`src/uirx_pkg.sv`:
```
// Purpose: Shared constants for the serial port with infrared mode and error logic
// Assumes: Wishbone classic slave, 32-bit data, word-aligned registers
// Notes: Offsets are byte addresses
package uirx_pkg;
  localparam logic [4:0] ADDR_MODE = 5'h00;
  localparam logic [4:0] ADDR_STATUS = 5'h04;
  localparam logic [4:0] ADDR_TXDATA = 5'h08;
  localparam logic [4:0] ADDR_RXDATA = 5'h0c;
  localparam logic [4:0] ADDR_BAUD = 5'h10;
  localparam logic [4:0] ADDR_IRQ_STAT = 5'h14;
  localparam logic [4:0] ADDR_IRQ_MASK = 5'h18;
  // Mode register fields
  localparam int MODE_PDSEL_LO = 1;
  localparam int MODE_STOP_BIT_COUNT_SELECT_BIT = 0;
  localparam int MODE_IFACE_LO = 8;
  localparam int MODE_ENABLE_BIT = 15;
  localparam logic [1:0] IFACE_IR = 2'h3;
  // Status register fields
  localparam int STAT_RXDA_BIT = 0;
  localparam int STAT_OERR_BIT = 1;
  localparam int STAT_FRAMING_ERROR_FLAG_BIT = 2;
  localparam int STAT_PARITY_ERROR_FLAG_BIT = 3;
  localparam int STAT_RIDLE_BIT = 4;
  localparam int STAT_RXSEL_LO = 6;
  localparam int STAT_TXFULL_BIT = 9;
  localparam int STAT_TXBRK_BIT = 11;
  // Interrupt status bits
  localparam int IRQ_RX_BIT = 0;
  localparam int IRQ_TX_BIT = 1;
  localparam int IRQ_ERR_BIT = 2;
  localparam int IRQ_W = 3;
  localparam int OVERSAMPLE = 16;
  localparam logic [15:0] BAUD_RESET = 16'h0040;
  localparam logic [15:0] MODE_RESET = 16'h0000;
endpackage

```
`src/uirx_baud.sv`:
```
// Purpose: Free running baud tick and 16x baud clock generator
// Assumes: Divisor is stable while the port is enabled
// Notes: Runs while enabled, independent of transmit activity
`timescale 1ns/1ps
module uirx_baud
  import uirx_pkg::*;
#(
  parameter int DIV_W = 16
) (
  input wire logic clk_i,
  input wire logic rst_i,
  input wire logic enable_i,
  input wire logic [DIV_W-1:0] divisor_i,
  output logic tick16_o,
  output logic bclk_o
);
  logic [DIV_W-1:0] cnt_reg;
  logic bclk_reg;
  wire wrap = (cnt_reg >= divisor_i);

  always_ff @(posedge clk_i) begin
    if (rst_i || !enable_i) begin
      cnt_reg <= '0;
      bclk_reg <= 1'b0;
    end else begin
      cnt_reg <= wrap ? '0 : cnt_reg + 1'b1;
      if (wrap) begin
        bclk_reg <= ~bclk_reg;
      end
    end
  end

  assign tick16_o = enable_i && wrap && bclk_reg;
  assign bclk_o = bclk_reg;
endmodule

```
`src/uirx_rx_fifo.sv`:
```
// Purpose: Receive FIFO that stores each byte together with its own error bits
// Assumes: Writer checks full, reader checks empty
// Notes: Error bits travel with the data, so no byte borrows another's flags
`timescale 1ns/1ps
module uirx_rx_fifo #(
  parameter int W = 10,
  parameter int DEPTH = 4,
  parameter int AW = 2
) (
  input wire logic clk_i,
  input wire logic rst_i,
  input wire logic wr_i,
  input wire logic [W-1:0] wdata_i,
  input wire logic rd_i,
  output logic [W-1:0] rdata_o,
  output logic [AW:0] count_o,
  output logic empty_o,
  output logic full_o
);
  logic [W-1:0] mem [DEPTH];
  logic [AW-1:0] wp_reg;
  logic [AW-1:0] rp_reg;
  logic [AW:0] cnt_reg;
  wire do_wr = wr_i && !full_o;
  wire do_rd = rd_i && !empty_o;

  always_ff @(posedge clk_i) begin
    if (do_wr) begin
      mem[wp_reg] <= wdata_i;
    end
  end

  always_ff @(posedge clk_i) begin
    if (rst_i) begin
      wp_reg <= '0;
      rp_reg <= '0;
      cnt_reg <= '0;
    end else begin
      if (do_wr) begin
        wp_reg <= wp_reg + 1'b1;
      end
      if (do_rd) begin
        rp_reg <= rp_reg + 1'b1;
      end
      cnt_reg <= cnt_reg + {{AW{1'b0}}, do_wr} - {{AW{1'b0}}, do_rd};
    end
  end

  assign rdata_o = mem[rp_reg];
  assign count_o = cnt_reg;
  assign empty_o = (cnt_reg == '0);
  assign full_o = (cnt_reg == (AW+1)'(DEPTH));
endmodule

```
`src/uirx_top.sv`:
```
// Purpose: Serial port with infrared baud clock, receive FIFO error tracking and interrupts
// Assumes: Wishbone classic slave on clk_i at 125 MHz, synchronous active high reset
// Notes: Frame is 8 data bits, optional parity, one or two stop bits
// Summary of operation
// [RL1] Interface mode field 11 selects infrared mode with 16x baud clock output.
// [RL2] The 16x baud clock runs always in infrared mode, also idle and receiving.
// [RL3] Receive select 1x raises receive interrupt at FIFO three-quarters full or full.
// [RL4] Every queued byte keeps its own parity and framing error bits.
// [RL5] Every receive error raises the error interrupt at once, none lost.
// [RL6] Status register shows parity and framing errors of the byte at FIFO head.
// [RL7] Third and later erroneous bytes flag errors like the first two.
// [RL8] Status bit 0 shows that received data waits in the FIFO.
// [RL9] With two stop bits the second stop bit decides the framing error.
// [RL10] Back-to-back break requests each send a real break character.
//
// The implementer's own choices: the Wishbone slave port and the address map.
`timescale 1ns/1ps
module uirx_top
  import uirx_pkg::*;
#(
  parameter int FIFO_DEPTH = 4
) (
  input wire logic clk_i,
  input wire logic rst_i,
  input wire logic wb_cyc_i,
  input wire logic wb_stb_i,
  input wire logic wb_we_i,
  input wire logic [4:0] wb_adr_i,
  input wire logic [3:0] wb_sel_i,
  input wire logic [31:0] wb_dat_i,
  output logic [31:0] wb_dat_o,
  output logic wb_ack_o,
  input wire logic rx_i,
  output logic tx_o,
  output logic bclk_o,
  output logic irq_o
);
  localparam int AW = $clog2(FIFO_DEPTH);
  typedef enum logic [2:0] {RX_IDLE, RX_START, RX_DATA, RX_PAR, RX_STOP1, RX_STOP2} uirx_rx_e;
  typedef enum logic [2:0] {TX_IDLE, TX_START, TX_DATA, TX_PAR, TX_STOP, TX_BREAK} uirx_tx_e;

  logic [15:0] mode_reg;
  logic [15:0] baud_reg;
  logic [1:0] rxsel_reg;
  logic oerr_reg;
  logic [IRQ_W-1:0] irq_stat_reg;
  logic [IRQ_W-1:0] irq_mask_reg;
  logic ack_reg;
  logic [31:0] rdat_reg;
  logic rx_s1_reg;
  logic rx_s2_reg;

  // Bus decode
  wire bus_req = wb_cyc_i && wb_stb_i && !ack_reg;
  wire bus_wr = bus_req && wb_we_i && wb_sel_i[0];
  wire bus_rd = bus_req && !wb_we_i;
  wire wr_mode = bus_wr && (wb_adr_i == ADDR_MODE);
  wire wr_stat = bus_wr && (wb_adr_i == ADDR_STATUS);
  wire wr_tx = bus_wr && (wb_adr_i == ADDR_TXDATA);
  wire wr_baud = bus_wr && (wb_adr_i == ADDR_BAUD);
  wire wr_mask = bus_wr && (wb_adr_i == ADDR_IRQ_MASK);
  wire rd_rx = bus_rd && (wb_adr_i == ADDR_RXDATA);
  wire rd_irq = bus_rd && (wb_adr_i == ADDR_IRQ_STAT);
  wire enable = mode_reg[MODE_ENABLE_BIT];
  wire ir_mode = (mode_reg[MODE_IFACE_LO +: 2] == IFACE_IR);
  wire two_stop = mode_reg[MODE_STOP_BIT_COUNT_SELECT_BIT];
  wire par_en = mode_reg[MODE_PDSEL_LO];
  wire par_odd = mode_reg[MODE_PDSEL_LO+1];

  // Baud generation runs whenever enabled, not gated by transmit
  logic tick;
  logic bclk_int;
  uirx_baud #(.DIV_W(16)) u_baud (
    .clk_i(clk_i),
    .rst_i(rst_i),
    .enable_i(enable),
    .divisor_i(baud_reg),
    .tick16_o(tick),
    .bclk_o(bclk_int)
  );
  assign bclk_o = ir_mode && bclk_int; // [RL1] [RL2]

  // Receiver
  uirx_rx_e rx_state;
  logic [3:0] rx_ph;
  logic [2:0] rx_bit;
  logic [7:0] rx_sh;
  logic rx_parity_error_flag;
  logic rx_framing_error_flag;
  logic rx_push;
  wire mid = tick && (rx_ph == 4'(OVERSAMPLE/2 - 1));
  wire bit_end = tick && (rx_ph == 4'(OVERSAMPLE - 1));
  wire rx_in = rx_s2_reg;

  logic [9:0] fifo_rdata;
  logic [AW:0] fifo_count;
  logic fifo_empty;
  logic fifo_full;
  uirx_rx_fifo #(.W(10), .DEPTH(FIFO_DEPTH), .AW(AW)) u_fifo (
    .clk_i(clk_i),
    .rst_i(rst_i),
    .wr_i(rx_push),
    .wdata_i({rx_parity_error_flag, rx_framing_error_flag, rx_sh}), // [RL4] [RL7]
    .rd_i(rd_rx),
    .rdata_o(fifo_rdata),
    .count_o(fifo_count),
    .empty_o(fifo_empty),
    .full_o(fifo_full)
  );

  always_ff @(posedge clk_i) begin
    if (rst_i) begin
      rx_s1_reg <= 1'b1;
      rx_s2_reg <= 1'b1;
    end else begin
      rx_s1_reg <= rx_i;
      rx_s2_reg <= rx_s1_reg;
    end
  end

  always_ff @(posedge clk_i) begin
    if (rst_i || !enable) begin
      rx_state <= RX_IDLE;
      rx_ph <= '0;
      rx_bit <= '0;
      rx_sh <= '0;
      rx_parity_error_flag <= 1'b0;
      rx_framing_error_flag <= 1'b0;
      rx_push <= 1'b0;
    end else begin
      rx_push <= 1'b0;
      if (tick) begin
        rx_ph <= rx_ph + 4'h1;
      end
      case (rx_state)
        RX_IDLE: begin
          rx_ph <= '0;
          if (!rx_in) begin
            rx_state <= RX_START;
          end
        end
        RX_START: begin
          if (mid && rx_in) begin
            rx_state <= RX_IDLE;
          end else if (bit_end) begin
            rx_state <= RX_DATA;
            rx_bit <= '0;
            rx_parity_error_flag <= par_odd;
          end
        end
        RX_DATA: begin
          if (mid) begin
            rx_sh <= {rx_in, rx_sh[7:1]};
            rx_parity_error_flag <= rx_parity_error_flag ^ rx_in;
          end
          if (bit_end) begin
            rx_bit <= rx_bit + 3'h1;
            if (rx_bit == 3'h7) begin
              rx_state <= par_en ? RX_PAR : RX_STOP1;
            end
          end
        end
        RX_PAR: begin
          if (mid) begin
            rx_parity_error_flag <= rx_parity_error_flag ^ rx_in;
          end
          if (bit_end) begin
            rx_state <= RX_STOP1;
          end
        end
        RX_STOP1: begin
          if (!par_en) begin
            rx_parity_error_flag <= 1'b0;
          end
          if (mid) begin
            rx_framing_error_flag <= !rx_in;
            if (!two_stop) begin
              rx_push <= 1'b1;
              rx_state <= RX_IDLE;
            end
          end
          if (bit_end && two_stop) begin
            rx_state <= RX_STOP2;
          end
        end
        RX_STOP2: begin
          if (mid) begin
            rx_framing_error_flag <= !rx_in; // [RL9]
            rx_push <= 1'b1;
            rx_state <= RX_IDLE;
          end
        end
        default: rx_state <= RX_IDLE;
      endcase
    end
  end

  // Transmitter with break support
  uirx_tx_e tx_state;
  logic [3:0] tx_ph;
  logic [3:0] tx_bit;
  logic [7:0] tx_sh;
  logic tx_par;
  logic tx_full_reg;
  logic [7:0] tx_hold_reg;
  logic brk_req_reg;
  logic tx_out_reg;
  wire tx_bit_end = tick && (tx_ph == 4'(OVERSAMPLE - 1));

  always_ff @(posedge clk_i) begin
    if (rst_i || !enable) begin
      tx_state <= TX_IDLE;
      tx_ph <= '0;
      tx_bit <= '0;
      tx_sh <= '0;
      tx_par <= 1'b0;
      tx_full_reg <= 1'b0;
      tx_hold_reg <= '0;
      brk_req_reg <= 1'b0;
      tx_out_reg <= 1'b1;
    end else begin
      if (wr_tx && !tx_full_reg) begin
        tx_hold_reg <= wb_dat_i[7:0];
        tx_full_reg <= 1'b1;
      end
      if (tick) begin
        tx_ph <= tx_ph + 4'h1;
      end
      case (tx_state)
        TX_IDLE: begin
          tx_out_reg <= 1'b1;
          tx_ph <= '0;
          // Start only on a tick so the first bit time is a whole one
          if (tick && tx_full_reg && brk_req_reg) begin
            // Dummy byte is consumed, break request cleared per character
            tx_full_reg <= 1'b0;
            brk_req_reg <= 1'b0; // [RL10]
            tx_bit <= '0;
            tx_state <= TX_BREAK;
          end else if (tick && tx_full_reg) begin
            tx_sh <= tx_hold_reg;
            tx_par <= par_odd;
            tx_full_reg <= 1'b0;
            tx_state <= TX_START;
          end
        end
        TX_START: begin
          tx_out_reg <= 1'b0;
          if (tx_bit_end) begin
            tx_bit <= '0;
            tx_state <= TX_DATA;
          end
        end
        TX_DATA: begin
          tx_out_reg <= tx_sh[0];
          if (tx_bit_end) begin
            tx_par <= tx_par ^ tx_sh[0];
            tx_sh <= {1'b0, tx_sh[7:1]};
            tx_bit <= tx_bit + 4'h1;
            if (tx_bit == 4'h7) begin
              tx_bit <= '0;
              tx_state <= par_en ? TX_PAR : TX_STOP;
            end
          end
        end
        TX_PAR: begin
          tx_out_reg <= tx_par;
          if (tx_bit_end) begin
            tx_state <= TX_STOP;
          end
        end
        TX_STOP: begin
          tx_out_reg <= 1'b1;
          if (tx_bit_end) begin
            tx_bit <= tx_bit + 4'h1;
            if (tx_bit == (two_stop ? 4'h1 : 4'h0)) begin
              tx_state <= TX_IDLE;
            end
          end
        end
        TX_BREAK: begin
          // Start plus 12 low bit times, then one stop bit
          tx_out_reg <= (tx_bit == 4'hd) ? 1'b1 : 1'b0;
          if (tx_bit_end) begin
            tx_bit <= tx_bit + 4'h1;
            if (tx_bit == 4'hd) begin
              tx_state <= TX_IDLE;
            end
          end
        end
        default: tx_state <= TX_IDLE;
      endcase
      // A new break request wins over the clear of the one being consumed
      if (wr_stat && wb_dat_i[STAT_TXBRK_BIT]) begin
        brk_req_reg <= 1'b1;
      end
    end
  end
  assign tx_o = tx_out_reg;

  // Receive interrupt threshold
  logic [AW:0] thresh;
  assign thresh = rxsel_reg[1]
      ? (rxsel_reg[0] ? (AW+1)'(FIFO_DEPTH) : (AW+1)'(FIFO_DEPTH*3/4)) // [RL3]
      : (AW+1)'(1);
  wire rx_level_hit = (fifo_count >= thresh);
  logic rx_hit_d;
  wire rx_event = rx_level_hit && !rx_hit_d;
  wire err_event = rx_push && (rx_parity_error_flag || rx_framing_error_flag || fifo_full);
  wire tx_event = (tx_state == TX_IDLE) && tx_full_reg && tick;
  wire [IRQ_W-1:0] ev = {err_event, tx_event, rx_event};

  always_ff @(posedge clk_i) begin
    if (rst_i) begin
      mode_reg <= MODE_RESET;
      baud_reg <= BAUD_RESET;
      rxsel_reg <= '0;
      oerr_reg <= 1'b0;
      irq_stat_reg <= '0;
      irq_mask_reg <= '0;
      rx_hit_d <= 1'b0;
    end else begin
      rx_hit_d <= rx_level_hit;
      if (wr_mode) begin
        mode_reg <= wb_dat_i[15:0];
      end
      if (wr_baud) begin
        baud_reg <= wb_dat_i[15:0];
      end
      if (wr_stat) begin
        rxsel_reg <= wb_dat_i[STAT_RXSEL_LO +: 2];
      end
      if (rx_push && fifo_full) begin
        oerr_reg <= 1'b1;
      end else if (wr_stat && !wb_dat_i[STAT_OERR_BIT]) begin
        oerr_reg <= 1'b0;
      end
      // Events set, a read clears; set wins over the clear
      irq_stat_reg <= (rd_irq ? '0 : irq_stat_reg) | ev; // [RL5]
      if (wr_mask) begin
        irq_mask_reg <= wb_dat_i[IRQ_W-1:0];
      end
    end
  end

  // Read mux
  logic [31:0] stat_word;
  always_comb begin
    stat_word = '0;
    stat_word[STAT_RXDA_BIT] = !fifo_empty; // [RL8]
    stat_word[STAT_OERR_BIT] = oerr_reg;
    stat_word[STAT_FRAMING_ERROR_FLAG_BIT] = !fifo_empty && fifo_rdata[8]; // [RL6]
    stat_word[STAT_PARITY_ERROR_FLAG_BIT] = !fifo_empty && fifo_rdata[9]; // [RL6]
    stat_word[STAT_RIDLE_BIT] = (rx_state == RX_IDLE);
    stat_word[STAT_RXSEL_LO +: 2] = rxsel_reg;
    stat_word[STAT_TXFULL_BIT] = tx_full_reg;
    stat_word[STAT_TXBRK_BIT] = brk_req_reg;
  end
  wire [31:0] rd_word =
      (wb_adr_i == ADDR_MODE) ? {16'h0000, mode_reg} :
      (wb_adr_i == ADDR_STATUS) ? stat_word :
      (wb_adr_i == ADDR_RXDATA) ? {24'h000000, fifo_rdata[7:0]} :
      (wb_adr_i == ADDR_BAUD) ? {16'h0000, baud_reg} :
      (wb_adr_i == ADDR_IRQ_STAT) ? {{(32-IRQ_W){1'b0}}, irq_stat_reg} :
      (wb_adr_i == ADDR_IRQ_MASK) ? {{(32-IRQ_W){1'b0}}, irq_mask_reg} :
      32'h00000000;

  always_ff @(posedge clk_i) begin
    if (rst_i) begin
      ack_reg <= 1'b0;
      rdat_reg <= '0;
    end else begin
      ack_reg <= bus_req;
      if (bus_rd) begin
        rdat_reg <= rd_word;
      end
    end
  end
  assign wb_ack_o = ack_reg;
  assign wb_dat_o = rdat_reg;
  assign irq_o = |(irq_stat_reg & irq_mask_reg);
endmodule

```
`config.mk`:
```
export PLATFORM = sky130hd
export DESIGN_NAME = uirx_top
export DESIGN_NICKNAME = d
export VERILOG_FILES = /design/src/uirx_pkg.sv /design/src/uirx_baud.sv /design/src/uirx_rx_fifo.sv /design/src/uirx_top.sv
export SDC_FILE = /design/constraint.sdc
export NUM_CORES = 1
export LEC_CHECK = 0
export BUFFER_PORTS_ARGS = -buffer_cell sky130_fd_sc_hd__buf_2
export CAP_MARGIN = 20
export CORE_UTILIZATION = 36
export DETAILED_ROUTE_END_ITERATION = 10
export MAX_ROUTING_LAYER = met4
export PLACE_DENSITY = 0.55
export SYNTH_ARGS = -nofsm -noshare
export SYNTH_HDL_FRONTEND = slang
export SYNTH_HIERARCHICAL = 1
export SYNTH_SLANG_ARGS = --single-unit
```
`constraint.sdc`:
```
create_clock -name clk_i -period 9.2 [get_ports clk_i]
set_clock_uncertainty 0.2 [all_clocks]
set_input_delay 1.84 -clock clk_i [delete_from_list [all_inputs] [get_ports clk_i]]
set_output_delay 1.84 -clock clk_i [all_outputs]
set_load 0.01 [all_outputs]
```
### Yosys cells after proc, flatten, opt, wreduce, memory -nomap -nowiden

Memories as Yosys holds them, arrays and structs flattened. A register that Yosys moved wholly into a read port is not among the register bits.
Cells that the tools add are included.
Widths: inputs -> output; s select.

| operators by class | value |
|---|---|
| eq/ne operators | 50 |
| mux-type cells | 75 |
| reduce and logical (&&, ||, !) cells | 75 |
| add/sub/neg operators | 9 |
| bitwise operators | 5 |
| $lt $le $gt $ge | 2 |

Operators by type and width:

| operator | count |
|---|---|
| $mux 3 | 29 |
| $mux 16 | 4 |
| $ne 2x2->1 const B | 19 |
| $pmux 3 s6 | 2 |
| $logic_and 1x1->1 | 34 |
| $mux 8 | 3 |
| $mux 1 | 23 |
| $mux 4 | 5 |
| $eq 3x3->1 const B | 6 |
| $add 16x1->16 const B | 1 |
| $ge 16x16->1 | 1 |
| $pmux 4 s4 | 1 |
| $pmux 8 s2 | 1 |
| $eq 5x5->1 const B | 3 |
| $reduce_or 2->1 | 7 |
| $add 4x1->4 const B | 3 |
| $eq 3x2->1 const B | 4 |
| $eq 4x4->1 const B | 3 |
| $ne 3x3->1 const B | 4 |
| $eq 5x4->1 const B | 2 |
| $reduce_and 5->1 | 2 |
| $reduce_bool 2->1 | 5 |
| $logic_not 1->1 | 9 |
| $logic_not 3->1 | 3 |
| 30 further kinds | 42 |

| word-level totals | value |
|---|---|
| word-level logic and storage cells | 249 |
| bits in registers | 153 |
| memories kept | 1 |
| bits in writable memories | 40 |
| output and inout port bits | 36 |

Memory list:

| memory | words | bits a word | read ports | clocked after Yosys merged registers in | wr ports | RTL line | RTL |
|---|---|---|---|---|---|---|---|
| u_fifo.mem | 4 | 10 | 1 | 1 | 1 | uirx_rx_fifo.sv:20 | `logic [W-1:0] mem [DEPTH];` |

### Logic depth before layout (Yosys ltp)

Gate-level depths: netlist of run 1.

| depth | value |
|---|---|
| depth after elaboration | 10 |
| gate-level depth with buffers | 14 |

### Cells and area by module

Netlist of run 1, hierarchy kept.

Modules (own cells, without submodules):

| module | area each (µm²) | cells an instance | times used |
|---|---|---|---|
| uirx_top | 5381.4 | 643 | 1 |
| uirx_rx_fifo | 1919.3 | 103 | 1 |
| uirx_baud | 1126.1 | 132 | 1 |

### Least setup slack after synthesis of run 1

OpenSTA, ideal clock, no wires.

| timing path | value |
|---|---|
| kind | input port to flip-flop |
| from | input wb_stb_i |
| to | register u_fifo.cnt_reg[2] (netlist: u_fifo/count_o[2]) |
| stages on the path | 14 |
| slack | 4.758 ns |
| path buffers | 2 |
| data arrival time | 4.118 ns |
| data required time | 8.875 ns |
| path through | nand3b_1 or2_2 clkbuf_1 clkbuf_1 nor3_1 o31ai_2 inv_1 ha_1 inv_1 ha_1 fa_1 xnor2_1 xnor2_1 nor2_1 |

| between the ends | value |
|---|---|
| longest elaborated chain between the ends | 6 |

Ends and longest elaborated chain:

| item | RTL line | RTL |
|---|---|---|
| from (decl) | uirx_top.sv:26 | `input wire logic wb_stb_i,` |
| $logic_and 1x1->1 (2 in series) | uirx_top.sv:54 | `wire bus_req = wb_cyc_i && wb_stb_i && !ack_reg;` |
| $logic_and 1x1->1 | uirx_top.sv:56 | `wire bus_rd = bus_req && !wb_we_i;` |
| $logic_and 1x1->1 | uirx_top.sv:62 | `wire rd_rx = bus_rd && (wb_adr_i == ADDR_RXDATA);` |
| named net rd_rx | uirx_top.sv:62 |  |
| $logic_and 1x1->1 | uirx_rx_fifo.sv:25 | `wire do_rd = rd_i && !empty_o;` |
| named net u_fifo.do_rd | uirx_rx_fifo.sv:25 |  |
| $sub 3x1->3 | uirx_rx_fifo.sv:45 | `cnt_reg <= cnt_reg + {{AW{1'b0}}, do_wr} - {{AW{1'b0}}, do_rd};` |
| to (signal assigned) | uirx_rx_fifo.sv:45 |  |
| to (decl) | uirx_rx_fifo.sv:23 | `logic [AW:0] cnt_reg;` |

The timed path passes the listed nets, and every way through them passes these cells.
A chain may end at the register's enable or synchronous reset.

### Final worst setup path of run 1

Same ends and word-level chain as after synthesis.

==> metrics.yaml, run 1 <==
grt_usage: 0.180
grtUsageMet2: 0.286
drt_iter0_markers: 443
dpl.hpwl_um: 13800
hold_buffers: 0
totalWireLength_um: 20100
hp-class: "flip-flop to flip-flop"
synth_ff_type: "dfxtp_1"
yosysSeqAreaShare: 0.473
route.antenna.remaining_nets: 0
min_period_over_period: 0.455
critical-path-top-delay-family: "simple AND/OR/NAND/NOR gates"
synth_compound_area_frac: 0.135
synth_cells: 878
worst_pin_slew_ps: 983
start_util: 0.370
synth-xor-area-share: 0.0281
cts_tree: "yes"
seqPwrFrac: 0.513
path_clk_slew_ps: 60
fmax_mhz: 239
min_period_ps: 4190
avgSynthCellArea_sq_um: 9.60
switching_share: 0.221
die_area_sq_um: 24000
port_buffers: 47
grt_overflow: 0
grt_max_degree: 72
cts-root-buf: "clkbuf_16"
grt_use_met3: 0.0323
end_kind: "flip-flop"
cts_max_level: 4
netlist_area_sq_um: 8430
synth-adder-area-share: 0.0499
ios: 83
cp_max_fo: 16
cts_buffers: 17
rsz0062_at_grt: "no"
peakVddDrop_mv: 0.116
path_buf_inv: 3
fin_util: 0.413
busiest_layer: "met2"
drt_pass1_iterations: 4
synth-edff-count: 40
relSlewSlack: 0.342
yosysWarningCount: 6
power_density_nw_per_um2: 167
cts.sink_count: 179
crit_chain: "buf_2 -> nand3b_1 -> or2_2 -> nor3_1 -> o31ai_2 -> inv_1 -> ha_1 -> inv_1 -> ha_1 -> fa_1 -> xnor2_1 -> xnor2_1 -> nor2_1"
status: "complete, no violations"
viasPerCell: 5.09
antenna_found_initial: 0
vias: 6249
holdWs_ps: 211
async_flop_share: 0
largest_reg_flops: 40
grt_util_met1: 0.231
gp_congestion: 0.817
p_leak_uw: 0.00322
fillers: 2273
critPathLaunchType: "primary input"
max_stage_delay_ps: 480
grt_pass1_vias: 5914
synth_top_family_by_area: "simple AND/OR/NAND/NOR gates"
multi_input_area_sq_um: 4050
power_frac_comb: 0.030
clk_latency_ps: 430
synth.area.mux_share: 0.0771
netSwitchingPower_uw: 346
synthSimpleGateAreaFrac: 0.183
cp_slowest_cell: "or2_2"
crit_required_ps: 9280
finalSetupTns_ps: 0
path_class: "primary input to flip-flop"
crit_arrival_ps: 4270
clk_path_buf_depth: 2
finalSetupViolations: 0
power_uw: 1570
maxSlewViolCount: 0
drive_gt1_frac: 0.127
n_antenna_cell: 0
drc_errors: 0
wl_per_cell_um: 16.3
cts-resized-gates: 0
rows: 55
cts_setup_buffers: 0
seq_area_sq_um: 3980
regMostFlops: "u_fifo/mem"
synth_cell_type_count: 76
fin_nets: 983
max-cap-violations: 0
power_frac_clock: 0.456
die_width_um: 155
die_h_um: 155
hold_viol_final: 0
intPower_uw: 1220
yosys_register_bits: 179
areaGrowthSynthToFinish_pct: 11.7
grt_pass1_wl_um: 32300
core-area_sq_um: 22800
layout make-up:
| class | instances | area share |
|---|---|---|
| flip-flops and latches | 179 | 0.423 |
| repair buffers | 54 | 0.0306 |
| multi-input cells | 618 | 0.430 |
| clock inverters | 10 | 0.0104 |
| well taps | 313 | 0.0416 |
| inverters | 33 | 0.0132 |
| clock buffers | 21 | 0.0512 |
power groups by stage:
stage	combinational, uW	clock, uW	sequential, uW
2_1_floorplan	31.4	0	823
3_3_place_gp	47.7	0	822
3_5_place_dp	47.8	0	822
4_1_cts	47.9	731	804
5_1_grt	52.7	765	804
6_report	47.8	715	804
layer usage:
metal | up-vias | share of wire | wire [um]
li1 | 3123 | - | -
met1 | 2989 | 0.48 | 9560
met2 | 113 | 0.48 | 9540
met3 | 24 | 0.030 | 595
met4 | 0 | 0.019 | 375
met5 | - | 0 | 0
cells by family (layout without fill, tap and decap cells):
| kind of cell | count (synthesis) | after routing |
|---|---|---|
| other cells | 1 | 16 |
| flops | 179 | 179 |
| mux | 52 | 52 |
| simple gates | 317 | 317 |
| compound gates | 173 | 173 |
| fa+ha+maj | 33 | 33 |
| buf+inv | 96 | 118 |
| xor+xnor | 27 | 27 |
Yosys cell counts, types with 10 or more instances:
| master | number | area (sq um) |
|---|---|---|
| and3_1 | 11 | 68.8 |
| a21oi_1 | 75 | 375 |
| o21ai_0 | 21 | 105 |
| mux4_2 | 10 | 225 |
| dfxtp_1 | 139 | 2780 |
| nand2b_1 | 15 | 93.8 |
| buf_4 | 17 | 128 |
| nand3_1 | 12 | 60.1 |
| nand2_1 | 110 | 413 |
| xnor2_1 | 12 | 105 |
| xor2_1 | 15 | 131 |
| nor2_1 | 86 | 323 |
| edfxtp_1 | 40 | 1200 |
| inv_1 | 31 | 116 |
| nor2b_1 | 13 | 81.3 |
| clkbuf_1 | 29 | 109 |
| mux2i_1 | 39 | 390 |
| nor3_1 | 16 | 80.1 |
| ha_1 | 32 | 400 |
cells in the final DEF, fill, tap and decap left out, drive strengths merged, types with 6 or more instances in the layout:
master and count:
a31oi 7, buf 54, a22o 8, o21ai 22
xnor2 12, a221oi 8, a21oi 75, ha 32
mux4 10, mux2i 39, nor2 87, nand2b 15
nand3 12, nand2 110, inv 34, or2 6
nor2b 13, conb 16, clkbuf 21, a21o 6
dfxtp 139, nand4 7, and3 11, nor3 18
xor2 15, and2 7, clkinv 6, nand3b 6
edfxtp 40, a311oi 9
stage by stage:
stage / cell area (sq um) / setup slack, ps / instances
after floorplan: 8480 / 4760 / 893
after global placement: 8830 / 4600 / 1196
after detailed placement: 8830 / 4550 / 1196
after CTS: 9410 / 4890 / 1227
after global routing: 9410 / 4790 / 1228
final: 9410 / 5010 / 1228
final timing paths:
| kind | slack, ps | startpoint | cells past startpoint | end |
|---|---|---|---|---|
| worst max-delay path | 5010 | wb_stb_i | 13 | u_fifo/count_o[2]$_SDFF_PP0_ |
| worst min-delay path | 210 | rx_s1_reg$_SDFF_PP1_ | 1 | rx_in$_SDFF_PP1_ |
| worst max register to register | 5130 | u_baud/cnt_reg[0]$_SDFF_PP0_ | 12 | tx_bit[3]$_SDFFE_PP0P_ |
| worst min register to register | 210 | rx_s1_reg$_SDFF_PP1_ | 1 | rx_in$_SDFF_PP1_ |
(Power assumes the default switching activity.)
==> run 2: changes to the inputs <==
clock period = 4 ns   (was 9.2 ns; I/O delays follow)
==> metrics.yaml, run 2 (synthesized netlist as in run 1, its figures left out) <==
cts-root-buf: "clkbuf_16"
crit_required_ps: 4160  # -5120 ps
drc_errors: 0  # unchanged
finalSetupTns_ps: 0  # unchanged
fin_nets: 993  # +1.0%
die_h_um: 155  # unchanged
status: "complete, no violations"
maxSlewViolCount: 0  # unchanged
netSwitchingPower_uw: 811  # +130%
min_from: "rx_s1_reg$_SDFF_PP1_"
seqPwrFrac: 0.515  # +0.002
core-area_sq_um: 22800  # unchanged
p_leak_uw: 0.00327  # +1.4%
totalWireLength_um: 20100  # +0.41%
drt_iter0_markers: 480  # +8.4%
fillers: 2255  # -0.79%
viasPerCell: 5.09  # about the same
largest_reg_flops: 40  # unchanged
grt_pass1_wl_um: 32500  # +0.62%
max-cap-violations: 0  # unchanged
cts_buffers: 17  # unchanged
relSlewSlack: 0.496  # +0.155
cp-startpoint: "u_baud/cnt_reg[0]$_SDFF_PP0_"
cp_max_fo: 8  # -8
hp-class: "flip-flop to flip-flop"
port_buffers: 47  # unchanged
dpl.hpwl_um: 14200  # +2.5%
path_clk_slew_ps: 70  # about the same
end_kind: "flip-flop"
crit_arrival_ps: 3750  # -520 ps
path_class: "flip-flop to flip-flop"
cp_slowest_cell: "or4_1"
min_period_ps: 3590
drive_gt1_frac: 0.137  # +0.0105
antenna_found_initial: 0  # unchanged
power_frac_comb: 0.031  # about the same
die_width_um: 155  # unchanged
finalSetupViolations: 0  # unchanged
areaGrowthSynthToFinish_pct: 12.5
hold_buffers: 0  # unchanged
fmax_mhz: 278
cts-resized-gates: 0  # unchanged
cts.sink_count: 179  # unchanged
power_frac_clock: 0.454  # -0.002
switching_share: 0.226  # +0.00501
worstReg2RegStart: "u_baud/cnt_reg[0]$_SDFF_PP0_"
cts_tree: "yes"
clk_latency_ps: 430  # about the same
final_common_cell: "dfxtp_1"
rsz0062_at_grt: "no"
die_area_sq_um: 24000  # unchanged
vias: 6305  # +0.90%
cts_setup_buffers: 0  # unchanged
n_antenna_cell: 0  # unchanged
grt_usage: 0.180  # about the same
critical-path-top-delay-family: "simple AND/OR/NAND/NOR gates"
worst_pin_slew_ps: 750  # -233 ps
drt_pass1_iterations: 5  # +1
route.antenna.remaining_nets: 0  # unchanged
grt_overflow: 0  # unchanged
min_period_over_period: 0.898
layout_common_cells: "dfxtp_1, nand2_1, nor2_1"
critPathLaunchType: "flip-flop"
power_density_nw_per_um2: 379  # +130%
rows: 55  # unchanged
holdWs_ps: 236  # +25.5 ps
max_stage_delay_ps: 550  # +70 ps
intPower_uw: 2780  # +130%
grt_pass1_vias: 5897  # -0.29%
wl_per_cell_um: 16.3  # -0.40%
regMostFlops: "u_fifo/mem"
start_util: 0.370  # unchanged
peakVddDrop_mv: 0.291  # +150%
crit_chain: "inv_1 -> ha_1 -> and2b_2 -> o21ai_1 -> a311oi_2 -> o21ai_0 -> and3_1 -> nand4_1 -> mux2i_1 -> a22oi_1 -> or4_1 -> a21oi_1"
path_buf_inv: 1  # -2
grt_max_degree: 38  # -47%
hold_viol_final: 0  # unchanged
gp_congestion: 0.865  # +5.9%
clk_path_buf_depth: 2  # unchanged
ios: 83  # unchanged
cts_max_level: 4  # unchanged
[run 2: cell types whose count changed in the layout (fill, tap and decap cells not counted), sizes merged]
cell and change:
inv +2, clkbuf -2, buf +10
[run 2: final cells by class]
cell class,count,area (sq um),share of cell area
Sequential cell,179,3980,0.420
Multi-Input combinational cell,618,4050,0.427
Clock buffer,19,453,0.0478
Tap cell,313,392,0.0413
Inverter,33,124,0.0131
Clock inverter,12,121,0.0128
Timing Repair Buffer,64,363,0.0383
[run 2: power by group through the flow]
stage / registers, uW / clock network, uW / logic (uW)
final: 1850 / 1630 / 113
after global routing: 1850 / 1750 / 124
after CTS: 1850 / 1690 / 113
after detailed placement: 1890 / 0 / 113
after global placement: 1890 / 0 / 113
after floorplan: 1890 / 0 / 72.1
[run 2: metrics by stage]
| step | setup slack, ps | power (uW) | util | cell area [sq um] | cells |
|---|---|---|---|---|---|
| 2_1_floorplan | 598 | 1960 | - | 8480 | 893 |
| 3_3_place_gp | 417 | 2000 | 0.391 | 8910 | 1207 |
| 3_5_place_dp | 420 | 2000 | 0.391 | 8910 | 1207 |
| 4_1_cts | 423 | 3650 | 0.416 | 9480 | 1238 |
| 5_1_grt | 196 | 3730 | 0.416 | 9480 | 1238 |
| 6_report | 409 | 3590 | 0.416 | 9480 | 1238 |
[run 2: path summary, 6_finish.rpt]
path                             to  slack [ps]  cells after the start
max          tx_bit[3]$_SDFFE_PP0P_         410                     12
min                rx_in$_SDFF_PP1_         240                      1
max reg2reg  tx_bit[3]$_SDFFE_PP0P_         410                     12
min reg2reg        rx_in$_SDFF_PP1_         240                      1
[run 2: worst reg2reg max path: cells and delay by family (launching register included)]
kind,cells,cell delay (ps)
DFF,1,370
adders and majority gates,1,260
muxes,1,200
and+or+nand+nor,4,1420
AOI/OAI and AO/OA,5,1020
buffers and inverters,1,60
[run 2: routing by layer]
layer	track usage	wire length [um]	part of all wire
met5	-	0	0
met4	0.0585	369	0.018
met3	0.0323	782	0.039
met2	0.284	9470	0.47
met1	0.233	9520	0.47
